### src/design/fpu_pkg.sv
package fpu_pkg;

   // ------------------------------------------------------------
   // operation codes and carriers
   // ------------------------------------------------------------
   localparam logic [5:0] FN_FLOAT = 6'h3E; // function code 76 octal

   // minor codes: 00, 01, 02, 10, 11 octal
   typedef enum logic [3:0] {
      OP_FLOAT_ADD_SINGLE = 4'h0,
      OP_FLOAT_SUB_SINGLE = 4'h1,
      OP_FLOAT_MUL_SINGLE = 4'h2,
      OP_FLOAT_ADD_DOUBLE = 4'h8,
      OP_FLOAT_SUB_DOUBLE = 4'h9
   } fpu_op_t;

   // a register pair (A, A+1) or (U, U+1), hi word first
   typedef struct packed {
      logic [35:0] hi;
      logic [35:0] lo;
   } fpu_pair_t;

   // ------------------------------------------------------------
   // bit positions within the 72-bit working register
   // ------------------------------------------------------------
   localparam int W_SIGN = 71;    // sign of S or D
   localparam int W_CH_HI = 70;   // top of either characteristic
   localparam int W_CHS_LO = 63;  // single characteristic low bit
   localparam int W_CHD_LO = 60;  // double characteristic low bit
   localparam int W_FRS_HI = 62;  // single fraction, S bit 26
   localparam int W_FRD_HI = 59;  // double fraction top bit
   localparam int W_S_LO = 36;    // S bit 0, top of Q is bit 35
   localparam int W_S28 = 64;     // S bit 28
   localparam int W_S27 = 63;     // S bit 27
   localparam int W_S26 = 62;     // S bit 26
   localparam int W_D61 = 61;
   localparam int W_D60 = 60;
   localparam int W_D59 = 59;
   localparam int W_RES_LO = 9;   // residue bits are Q 35-9

   // ------------------------------------------------------------
   // characteristic arithmetic
   // ------------------------------------------------------------
   localparam logic [12:0] BIAS_S = 13'h080;    // 200 octal
   localparam logic [12:0] BIAS_S1 = 13'h081;   // 201 octal
   localparam logic [12:0] RES_OFS = 13'h01B;   // 33 octal
   localparam logic [12:0] CHAR_MAX_S = 13'h0FF;
   localparam logic [12:0] CHAR_MAX_D = 13'h7FF;
   localparam logic [6:0] NORM_MAX_S = 7'h1B;   // 33 octal
   localparam logic [6:0] NORM_MAX_D = 7'h3C;   // 74 octal
   localparam logic [6:0] SHIFT_CAP = 7'h48;    // whole register

endpackage

### src/design/fpu_unpack.sv
`timescale 1ns/1ps
`default_nettype none

module fpu_unpack
   import fpu_pkg::*;
(
   input wire fpu_pair_t word,
   input wire logic dbl,
   input wire logic inv,
   output logic neg,
   output logic [10:0] chr,
   output logic [59:0] mag,
   output logic [71:0] frac
);

   logic [71:0] raw;
   logic [71:0] pos;

   // subtract complements the whole operand first
   assign raw = inv ? ~word : word;
   assign neg = raw[W_SIGN];
   // one's complement of the whole word gives the positive form
   assign pos = neg ? ~raw : raw;
   assign chr = dbl ? pos[W_CH_HI:W_CHD_LO] :
                {3'h0, pos[W_CH_HI:W_CHS_LO]};
   assign mag = dbl ? pos[W_FRD_HI:0] :
                {33'h0, pos[W_FRS_HI:W_S_LO]};
   // one's complement fraction, right justified and sign extended
   assign frac = neg ? ~{12'h0, mag} : {12'h0, mag};

endmodule

`default_nettype wire

### src/design/fpu_mul27.sv
`timescale 1ns/1ps
`default_nettype none

module fpu_mul27 (
   input wire logic core_clk,
   input wire logic reset,
   input wire logic load,
   input wire logic [26:0] mcand,
   input wire logic [26:0] mplier,
   output logic [53:0] prod_q
);

   // magnitude product, ready one cycle after load
   always_ff @(posedge core_clk or posedge reset) begin
      if (reset) begin
         prod_q <= '0;
      end else if (load) begin
         prod_q <= 54'(mcand) * 54'(mplier);
      end
   end

endmodule

`default_nettype wire

### src/design/fpu_float_unit.sv
// Functional notes
// - single add writes sum to A, residue A+1
// - smaller characteristic fraction to S, Q sign
// - shift S into Q by characteristic difference
// - larger fraction added to S only
// - carry into S28 shifts S,Q, bumps characteristic
// - residue repacked from Q, char less 33
// - normalize S until bit27 differs or 33
// - A gets S26-0, sign, larger characteristic
// - single subtract complements U first
// - double add aligns smaller fraction in D
// - double alignment drops shifted-out bits
// - double carry shifts D, bumps characteristic
// - normalize D until bit60 differs or 74
// - characteristic into D, D split to A,A+1
// - zero double fraction gives all zeros
// - double subtract complements U,U+1 first
// - multiply loads magnitudes, keeps product sign
// - 53-bit product shifted left one place
// - product characteristic sum less 200 or 201
// - A gets product S bits, sign, characteristic
// - A+1 gets Q bits, characteristic less 33
// - characteristic under or overflow flagged
// - negatives are one's complement of word
// - single characteristic 8 bits, bias 128
// - double characteristic 11 bits, bias 1024
`timescale 1ns/1ps
`default_nettype none

module fpu_float_unit
   import fpu_pkg::*;
(
   input wire logic core_clk,
   input wire logic reset,
   input wire logic start,
   input wire logic [5:0] fn_code,
   input wire logic [3:0] minor_code,
   input wire fpu_pair_t opnd_a,
   input wire fpu_pair_t opnd_u,
   output fpu_pair_t res_q,
   output logic done_q,
   output logic underflow_q,
   output logic overflow_q,
   output logic busy_q
);

   typedef enum logic [2:0] {
      ST_IDLE = 3'b000,
      ST_ALIGN = 3'b001,
      ST_ADD = 3'b010,
      ST_CARRY = 3'b011,
      ST_NORM = 3'b100,
      ST_MULW = 3'b101,
      ST_PACK = 3'b110
   } fpu_state_t;

   fpu_state_t state_q;
   fpu_op_t op_q;
   logic [71:0] w_q;
   logic [71:0] big_q;
   logic [12:0] exp_q;
   logic [12:0] expc_q;
   logic [6:0] cnt_q;
   logic sgn_s_q;
   logic psgn_q;
   logic zero_q;

   // ---------------------------------------------------------------
   // operand decode
   // ---------------------------------------------------------------
   logic op_ok;
   logic go;
   logic is_mul;
   logic dbl_in;
   logic inv_in;
   logic neg_a;
   logic neg_u;
   logic [10:0] chr_a;
   logic [10:0] chr_u;
   logic [59:0] mag_a;
   logic [59:0] mag_u;
   logic [71:0] frac_a;
   logic [71:0] frac_u;
   logic a_small;
   logic [71:0] small_f;
   logic [10:0] diff;
   logic [53:0] prod;

   // legal minor codes only
   assign op_ok = (minor_code == OP_FLOAT_ADD_SINGLE) ||
                  (minor_code == OP_FLOAT_SUB_SINGLE) ||
                  (minor_code == OP_FLOAT_MUL_SINGLE) ||
                  (minor_code == OP_FLOAT_ADD_DOUBLE) ||
                  (minor_code == OP_FLOAT_SUB_DOUBLE);
   assign go = start && (state_q == ST_IDLE) &&
               (fn_code == FN_FLOAT) && op_ok;
   assign is_mul = (minor_code == OP_FLOAT_MUL_SINGLE);
   assign dbl_in = minor_code[3];
   assign inv_in = (minor_code == OP_FLOAT_SUB_SINGLE) ||
                   (minor_code == OP_FLOAT_SUB_DOUBLE);

   // sign-form words to signed fractions
   fpu_unpack u_unpack_a (
      .word(opnd_a),
      .dbl(dbl_in),
      .inv(1'b0),
      .neg(neg_a),
      .chr(chr_a),
      .mag(mag_a),
      .frac(frac_a)
   );

   fpu_unpack u_unpack_u (
      .word(opnd_u),
      .dbl(dbl_in),
      .inv(inv_in),
      .neg(neg_u),
      .chr(chr_u),
      .mag(mag_u),
      .frac(frac_u)
   );

   // U goes to the shifter on a tie
   assign a_small = chr_a < chr_u;
   assign small_f = a_small ? frac_a : frac_u;
   assign diff = a_small ? (chr_u - chr_a) : (chr_a - chr_u);

   // magnitude multiplier, positive-form fractions of U and A
   fpu_mul27 u_mul (
      .core_clk(core_clk),
      .reset(reset),
      .load(go && is_mul),
      .mcand(mag_u[26:0]),
      .mplier(mag_a[26:0]),
      .prod_q(prod)
   );

   // ---------------------------------------------------------------
   // status terms of the working register
   // ---------------------------------------------------------------
   logic dbl;
   logic carry;
   logic nrm;
   logic [6:0] nlim;

   assign dbl = op_q[3];
   assign carry = dbl ? (w_q[W_D61] ^ w_q[W_D60]) :
                  (w_q[W_S28] ^ w_q[W_S27]);
   assign nrm = dbl ? (w_q[W_D60] ^ w_q[W_D59]) :
                (w_q[W_S27] ^ w_q[W_S26]);
   assign nlim = dbl ? NORM_MAX_D : NORM_MAX_S;

   // one's complement sums; the carry out wraps round to bit 0
   logic [72:0] dsum;
   logic [36:0] ssum;

   assign dsum = {1'b0, w_q} + {1'b0, big_q};
   assign ssum = {1'b0, w_q[71:36]} + {1'b0, big_q[35:0]};

   // ---------------------------------------------------------------
   // sequencer
   // ---------------------------------------------------------------
   always_ff @(posedge core_clk or posedge reset) begin
      if (reset) begin
         state_q <= ST_IDLE;
         op_q <= OP_FLOAT_ADD_SINGLE;
      end else begin
         unique case (state_q)
            ST_IDLE: begin
               if (go) begin
                  op_q <= fpu_op_t'(minor_code);
                  state_q <= is_mul ? ST_MULW : ST_ALIGN;
               end
            end
            ST_ALIGN: begin
               if (cnt_q == 7'h00) begin
                  state_q <= ST_ADD;
               end
            end
            ST_ADD: state_q <= ST_CARRY;
            ST_CARRY: state_q <= ST_NORM;
            ST_NORM: begin
               if (nrm || (cnt_q == nlim)) begin
                  state_q <= ST_PACK;
               end
            end
            ST_MULW: state_q <= ST_PACK;
            ST_PACK: state_q <= ST_IDLE;
            default: state_q <= ST_IDLE;
         endcase
      end
   end

   // ---------------------------------------------------------------
   // working register S:Q or D
   // ---------------------------------------------------------------
   always_ff @(posedge core_clk or posedge reset) begin
      if (reset) begin
         w_q <= '0;
         big_q <= '0;
      end else if (go) begin
         big_q <= a_small ? frac_u : frac_a;
         if (dbl_in) begin
            w_q <= small_f;
         end else begin
            // S sign extended, Q all sign bits
            w_q <= {small_f[35:0], {36{small_f[W_SIGN]}}};
         end
      end else begin
         unique case (state_q)
            ST_ALIGN: begin
               if (cnt_q != 7'h00) begin
                  // S into Q; D drops its low bit
                  w_q <= {w_q[W_SIGN], w_q[71:1]};
               end
            end
            ST_ADD: begin
               if (dbl) begin
                  w_q <= dsum[71:0] + {71'h0, dsum[72]};
               end else begin
                  // Q stays out of the sum and keeps the residue
                  w_q[71:36] <= ssum[35:0] + {35'h0, ssum[36]};
               end
            end
            ST_CARRY: begin
               if (carry) begin
                  w_q <= {w_q[W_SIGN], w_q[71:1]};
               end
            end
            ST_NORM: begin
               if (!nrm && (cnt_q != nlim)) begin
                  if (dbl) begin
                     // sign bits fill from the right in one's complement
                     w_q <= {w_q[70:0], w_q[W_SIGN]};
                  end else begin
                     w_q[71:36] <= {w_q[70:36], w_q[W_SIGN]};
                  end
               end
            end
            ST_MULW: begin
               if (prod[53]) begin
                  w_q <= {9'h000, prod, 9'h000};
               end else begin
                  w_q <= {9'h000, prod[52:0], 10'h000};
               end
            end
            default: w_q <= w_q;
         endcase
      end
   end

   // ---------------------------------------------------------------
   // characteristic and shift count
   // ---------------------------------------------------------------
   always_ff @(posedge core_clk or posedge reset) begin
      if (reset) begin
         exp_q <= '0;
         expc_q <= '0;
         cnt_q <= '0;
      end else if (go) begin
         if (is_mul) begin
            exp_q <= {2'h0, chr_a} + {2'h0, chr_u};
         end else begin
            exp_q <= {2'h0, a_small ? chr_u : chr_a};
         end
         cnt_q <= (diff > {4'h0, SHIFT_CAP}) ? SHIFT_CAP : diff[6:0];
      end else begin
         unique case (state_q)
            ST_ALIGN: begin
               if (cnt_q != 7'h00) begin
                  cnt_q <= cnt_q - 7'h01;
               end
            end
            ST_CARRY: begin
               exp_q <= exp_q + {12'h000, carry};
               expc_q <= exp_q + {12'h000, carry};
               cnt_q <= 7'h00;
            end
            ST_NORM: begin
               if (!nrm && (cnt_q != nlim)) begin
                  exp_q <= exp_q - 13'h0001;
                  cnt_q <= cnt_q + 7'h01;
               end
            end
            ST_MULW: begin
               exp_q <= exp_q - (prod[53] ? BIAS_S : BIAS_S1);
            end
            default: cnt_q <= cnt_q;
         endcase
      end
   end

   // ---------------------------------------------------------------
   // signs and zero detect
   // ---------------------------------------------------------------
   always_ff @(posedge core_clk or posedge reset) begin
      if (reset) begin
         sgn_s_q <= 1'b0;
         psgn_q <= 1'b0;
         zero_q <= 1'b0;
      end else if (go) begin
         sgn_s_q <= small_f[W_SIGN];
         psgn_q <= neg_a ^ neg_u;
         zero_q <= 1'b0;
      end else if ((state_q == ST_NORM) && !nrm && (cnt_q == nlim)) begin
         zero_q <= 1'b1;
      end
   end

   // ---------------------------------------------------------------
   // result packing
   // ---------------------------------------------------------------
   logic [35:0] s_mag;
   logic [71:0] d_mag;
   logic [12:0] rexp;
   logic [7:0] rch;
   logic [35:0] pk_a;
   logic [35:0] pk_a1;
   logic [71:0] pk_d;
   logic [12:0] clim;

   assign s_mag = w_q[W_SIGN] ? ~w_q[71:36] : w_q[71:36];
   assign d_mag = w_q[W_SIGN] ? ~w_q : w_q;
   assign rexp = (op_q == OP_FLOAT_MUL_SINGLE ? exp_q : expc_q) - RES_OFS;
   assign rch = rexp[7:0];
   assign clim = dbl ? CHAR_MAX_D : CHAR_MAX_S;

   // sign form is the complement of the positive word
   always_comb begin
      pk_d = {1'b0, exp_q[10:0], d_mag[W_FRD_HI:0]}
             ^ {72{w_q[W_SIGN]}};
      if (op_q == OP_FLOAT_MUL_SINGLE) begin
         pk_a = {1'b0, exp_q[7:0], w_q[W_FRS_HI:W_S_LO]}
                ^ {36{psgn_q}};
         pk_a1 = {1'b0, rch, w_q[35:W_RES_LO]}
                 ^ {36{psgn_q}};
      end else begin
         pk_a = {1'b0, exp_q[7:0], s_mag[26:0]}
                ^ {36{w_q[W_SIGN]}};
         pk_a1 = {sgn_s_q, sgn_s_q ? ~rch : rch,
                  w_q[35:W_RES_LO]};
      end
   end

   // ---------------------------------------------------------------
   // outputs
   // ---------------------------------------------------------------
   always_ff @(posedge core_clk or posedge reset) begin
      if (reset) begin
         res_q <= '0;
         done_q <= 1'b0;
         underflow_q <= 1'b0;
         overflow_q <= 1'b0;
         busy_q <= 1'b0;
      end else begin
         done_q <= (state_q == ST_PACK);
         busy_q <= go || (busy_q && (state_q != ST_PACK));
         underflow_q <= 1'b0;
         overflow_q <= 1'b0;
         if (state_q == ST_PACK) begin
            if (dbl && zero_q) begin
               res_q <= '0;
            end else begin
               if (dbl) begin
                  res_q <= pk_d;
               end else begin
                  res_q <= {pk_a, pk_a1};
               end
               underflow_q <= exp_q[12];
               overflow_q <= !exp_q[12] && (exp_q > clim);
            end
         end
      end
   end
endmodule

`default_nettype wire

### config.mk
export PLATFORM = sky130hd
export DESIGN_NAME = fpu_float_unit
export DESIGN_NICKNAME = d
export VERILOG_FILES = /design/src/design/fpu_pkg.sv /design/src/design/fpu_unpack.sv /design/src/design/fpu_mul27.sv /design/src/design/fpu_float_unit.sv
export SDC_FILE = /design/constraint.sdc
export NUM_CORES = 2
export LEC_CHECK = 0
export ABC_AREA = 1
export BUFFER_PORTS_ARGS = -buffer_cell sky130_fd_sc_hd__buf_2
export CAP_MARGIN = 15
export CORE_MARGIN = 4
export CORE_UTILIZATION = 45
export CTS_CLUSTER_SIZE = 25
export DETAILED_ROUTE_END_ITERATION = 6
export PLACE_DENSITY = 0.69
export SLEW_MARGIN = 10
export SYNTH_ARGS = -nofsm -noshare
export SYNTH_HDL_FRONTEND = slang
export SYNTH_SLANG_ARGS = --single-unit
### constraint.sdc
create_clock -name core_clk -period 18.7 [get_ports core_clk]
set_input_delay 3.74 -clock core_clk [delete_from_list [all_inputs] [get_ports core_clk]]
set_output_delay 3.74 -clock core_clk [all_outputs]
set_load 0.01 [all_outputs]
==> reports/qor.log <==
[run_status] result of the run complete, but fails checks
[run_status] violated checks design-rule violations
[layout] layout net count 9,984
[place] Port Buffer Count 232
[clock_network] post-CTS setup buffers 0
[grt] number of antenna violations at the first check in global routing 20
[die] std cell rows 131
[grt] gr ovfl total 0
[sta] Rel. slew slack 15.1%
[clock_network] Clock Sink Count 301
[worst_setup_path] startpoint-to-endpoint class of the critical path in2reg
[worst_setup_path] signal arrival time at the worst endpoint 13,900 ps
[logic_synthesis] number of synthesized register bits 301
[layout] area taken by flip-flops and latches 7530 um^2
[logic_synthesis] distinct cell type count of the synthesized netlist 63
[die] y dimension of the die 368 um
[job] Max-Cap Viols 0
[logic_synthesis] EDFF count, synth 0
[route] first-pass detailed-route iteration total 7
[die] Starting Density 45.5%
[logic_synthesis] YS warnings 0
[route] vias per cell 5.88
[sta] Clock Skew 22.9 ps
[clock_network] clock latency at the later pin of the worst-skew pair 620 ps
[min_path] class of the most critical hold timing path reg2reg
[grt] wire length of the first global-routing pass 428 mm
[clock_network] Max clock buf depth 3
[clock_network] number of buffers inserted by hold repair at cts 0
[die] placeable core region 128,000 um^2
[worst_setup_path] CP startpoint kind primary input
[clock_network] number of resized instances in the post-cts repair step 0
[grt] number of global-route vias before repair 59,767
[route] post-route antenna net violation count 0
[logic_synthesis] post-synthesis instance total 8,798
[worst_setup_path] Crit. End Element register
[grt] GR Util All Layers 43.9%
[die] area of the die 135,000 um^2
[layout] proportion of layout cells with a drive suffix above 1 6.46%
[logic_synthesis] share of the yosys chip area belonging to registers 12.9%
[layout] commonest cells after routing, fill and taps aside nand2_1 (2,353), inv_1 (1,643), nor2_1 (846), fa_1 (630), o21ai_0 (478)
[route] detailed-route via count 62,403
[layout] Filler Cell Count 13,323
[sta] Final TNS setup 0 ps
[worst_setup_path] start point of the critical path opnd_u[71]
[route] wire length per cell 28.7 um
[worst_setup_path] maximum fanout encountered on the critical timing path 39
[grt] maximum number of pins on one net before global-route repair 112
[clock_network] Clk pin slew, worst setup/hold paths 60 ps
[min_path] hold path startpoint expc_q[2]$_DFFE_PP0P_
[sta] ratio of final minimum period to clock period 71.8%
[layout] area added between synthesis and finish 7.49%
[sta] final count of hold timing violations 0
[worst_setup_path] Data required, critical path 19,170 ps
[sta] worst slew pin tran 1260 ps
[place] hpwl dp 252 mm
[die] Top Ports 233
[sta] fin. max-slew vios 0
[route] number of violations reported at the end of detailed-routing iteration 0 8,188
[logic_synthesis] average cell area after synthesis 6.62 um^2
[route] Post-Route WL 304 mm
[logic_synthesis] Cell Area, Synth 58,200 um^2
[die] die width 368 um
[sta] Min Clock Period, post-route 13,430 ps
[logic_synthesis] most used flip-flop cell after synthesis dfrtp_1
[layout] most common cell after layout, fill and taps aside nand2_1
[route] remaining design rule violation count 10
[worst_setup_path] r2r startpoint big_q[0]$_DFFE_PP0P_
[clock_network] CTS Root Buffer Type clkbuf_16
[sta] RSZ-0062 raised after global routing no
[clock_network] depth of the CTS H-tree 2
[layout] total area of multi-input combinational cells 43,200 um^2
[sta] final count of negative-setup-slack endpoints 0
[logic_synthesis] Post-synth ARST share 100%
[clock_network] TritonCTS clock tree yes
[logic_synthesis] nets in the synthesized netlist 9,936
[worst_setup_path] critical-path cell with the highest stage delay clkinv_1
[clock_network] total CTS buffers 38
[place] routability congestion estimate from global placement 1.11
[sta] maximum clock rate 0.0744 GHz
[worst_setup_path] most frequent CP cell nand2_1
[worst_setup_path] delay of the slowest cell on the worst path 1070 ps
[synth_stat cells (all sizes together), types with 31 or more instances]
cell    count  share of area, %
a21oi     450               3.9
or2        49              0.53
fa        630                22
nor3       61              0.57
clkbuf    275               1.8
buf        59              0.44
o22ai      60              0.64
nand3     390               3.5
a22o       35              0.53
a221oi     31              0.47
o21ai     492               4.2
nand2    2374                15
a22oi      44              0.57
dfrtp     301                13
inv      1664                11
ha        351               7.5
xor2      158               2.4
xnor2     112               1.7
o211ai     57              0.73
a31oi      37              0.40
nand4      76              0.83
nor2      883               5.9
[area by class of cell]
class,count,share of cell area (%)
sequential,301,12.0
multi-input combinational,6470,69.0
antenna,10,0.0400
clock inverter,24,0.442
tap,1729,3.46
inverter,1693,10.2
timing repair buffer,342,3.19
clock buffer,45,1.66
[metal layers]
metal	up-vias	part of all wire (%)	GRT usage, %	routed length [um]
met5	-	0.029	0.107	87
met4	14	8.7	29.9	26600
met3	875	12	12.9	36900
met2	3858	41	64.1	124000
met1	30195	38	56.0	117000
li1	27461	-	-	-
[per-stage QoR]
| step | worst slack, ps | instance area, um^2 | hold WS, ps | cells | util, % |
|---|---|---|---|---|---|
| after detailed placement | 4950 | 61300 | 462 | 10535 | 47.9 |
| after CTS | 5570 | 62600 | 476 | 10604 | 48.9 |
| after floorplan | 6640 | 58200 | 437 | 8798 | - |
| after global placement | 4990 | 61300 | 453 | 10534 | 47.9 |
| after global routing | 5170 | 62600 | 496 | 10604 | 48.9 |
| final | 5270 | 62600 | 476 | 10614 | 48.9 |
[logic make-up (layout without fill, tap and decap cells)]
family / after synthesis / after routing / synth area share, %
other cells: 0 / 10 / 0
simple gates: 3888 / 3888 / 27.3
fa+ha+maj: 981 / 981 / 29.2
compound gates: 1313 / 1313 / 13.0
mux: 18 / 18 / 0.311
buf+inv: 2027 / 2104 / 13.1
flops: 301 / 301 / 12.9
xor+xnor: 270 / 270 / 4.11
[worst max-delay path, delay by kind of cell]
kind | cells | cell delay [ps]
fa+ha+maj | 8 | 3910
buf+inv | 7 | 2370
simple gates | 10 | 1940
compound gates | 5 | 1570
xor+xnor | 1 | 250
[final timing paths]
kind / end / slack (ps) / cells past startpoint
min in group asynchronous: res_q[18]$_DFFE_PP0P_ / 3290 / 2
max in group asynchronous: op_q[3]$_DFFE_PP0P_ / 12710 / 4
setup reg to reg: w_q[61]$_DFFE_PP0P_ / 12050 / 27
hold reg to reg: expc_q[2]$_DFFE_PP0P_ / 480 / 2
setup / recovery: u_mul.prod_q[39]$_DFFE_PP0P_ / 5270 / 31
hold / removal: expc_q[2]$_DFFE_PP0P_ / 480 / 2
[state kept, by name, indices dropped and copies added, names as in the netlist, 3 cells and up]
register and count:
res_q 72, big_q 61, expc_q 8, u_mul.prod_q 54
state_q 3, exp_q 13, w_q 72, op_q 4
cnt_q 7
Power is not shown: default switching activity piles up to over one toggle a cycle in this logic, so the estimate is an artifact.
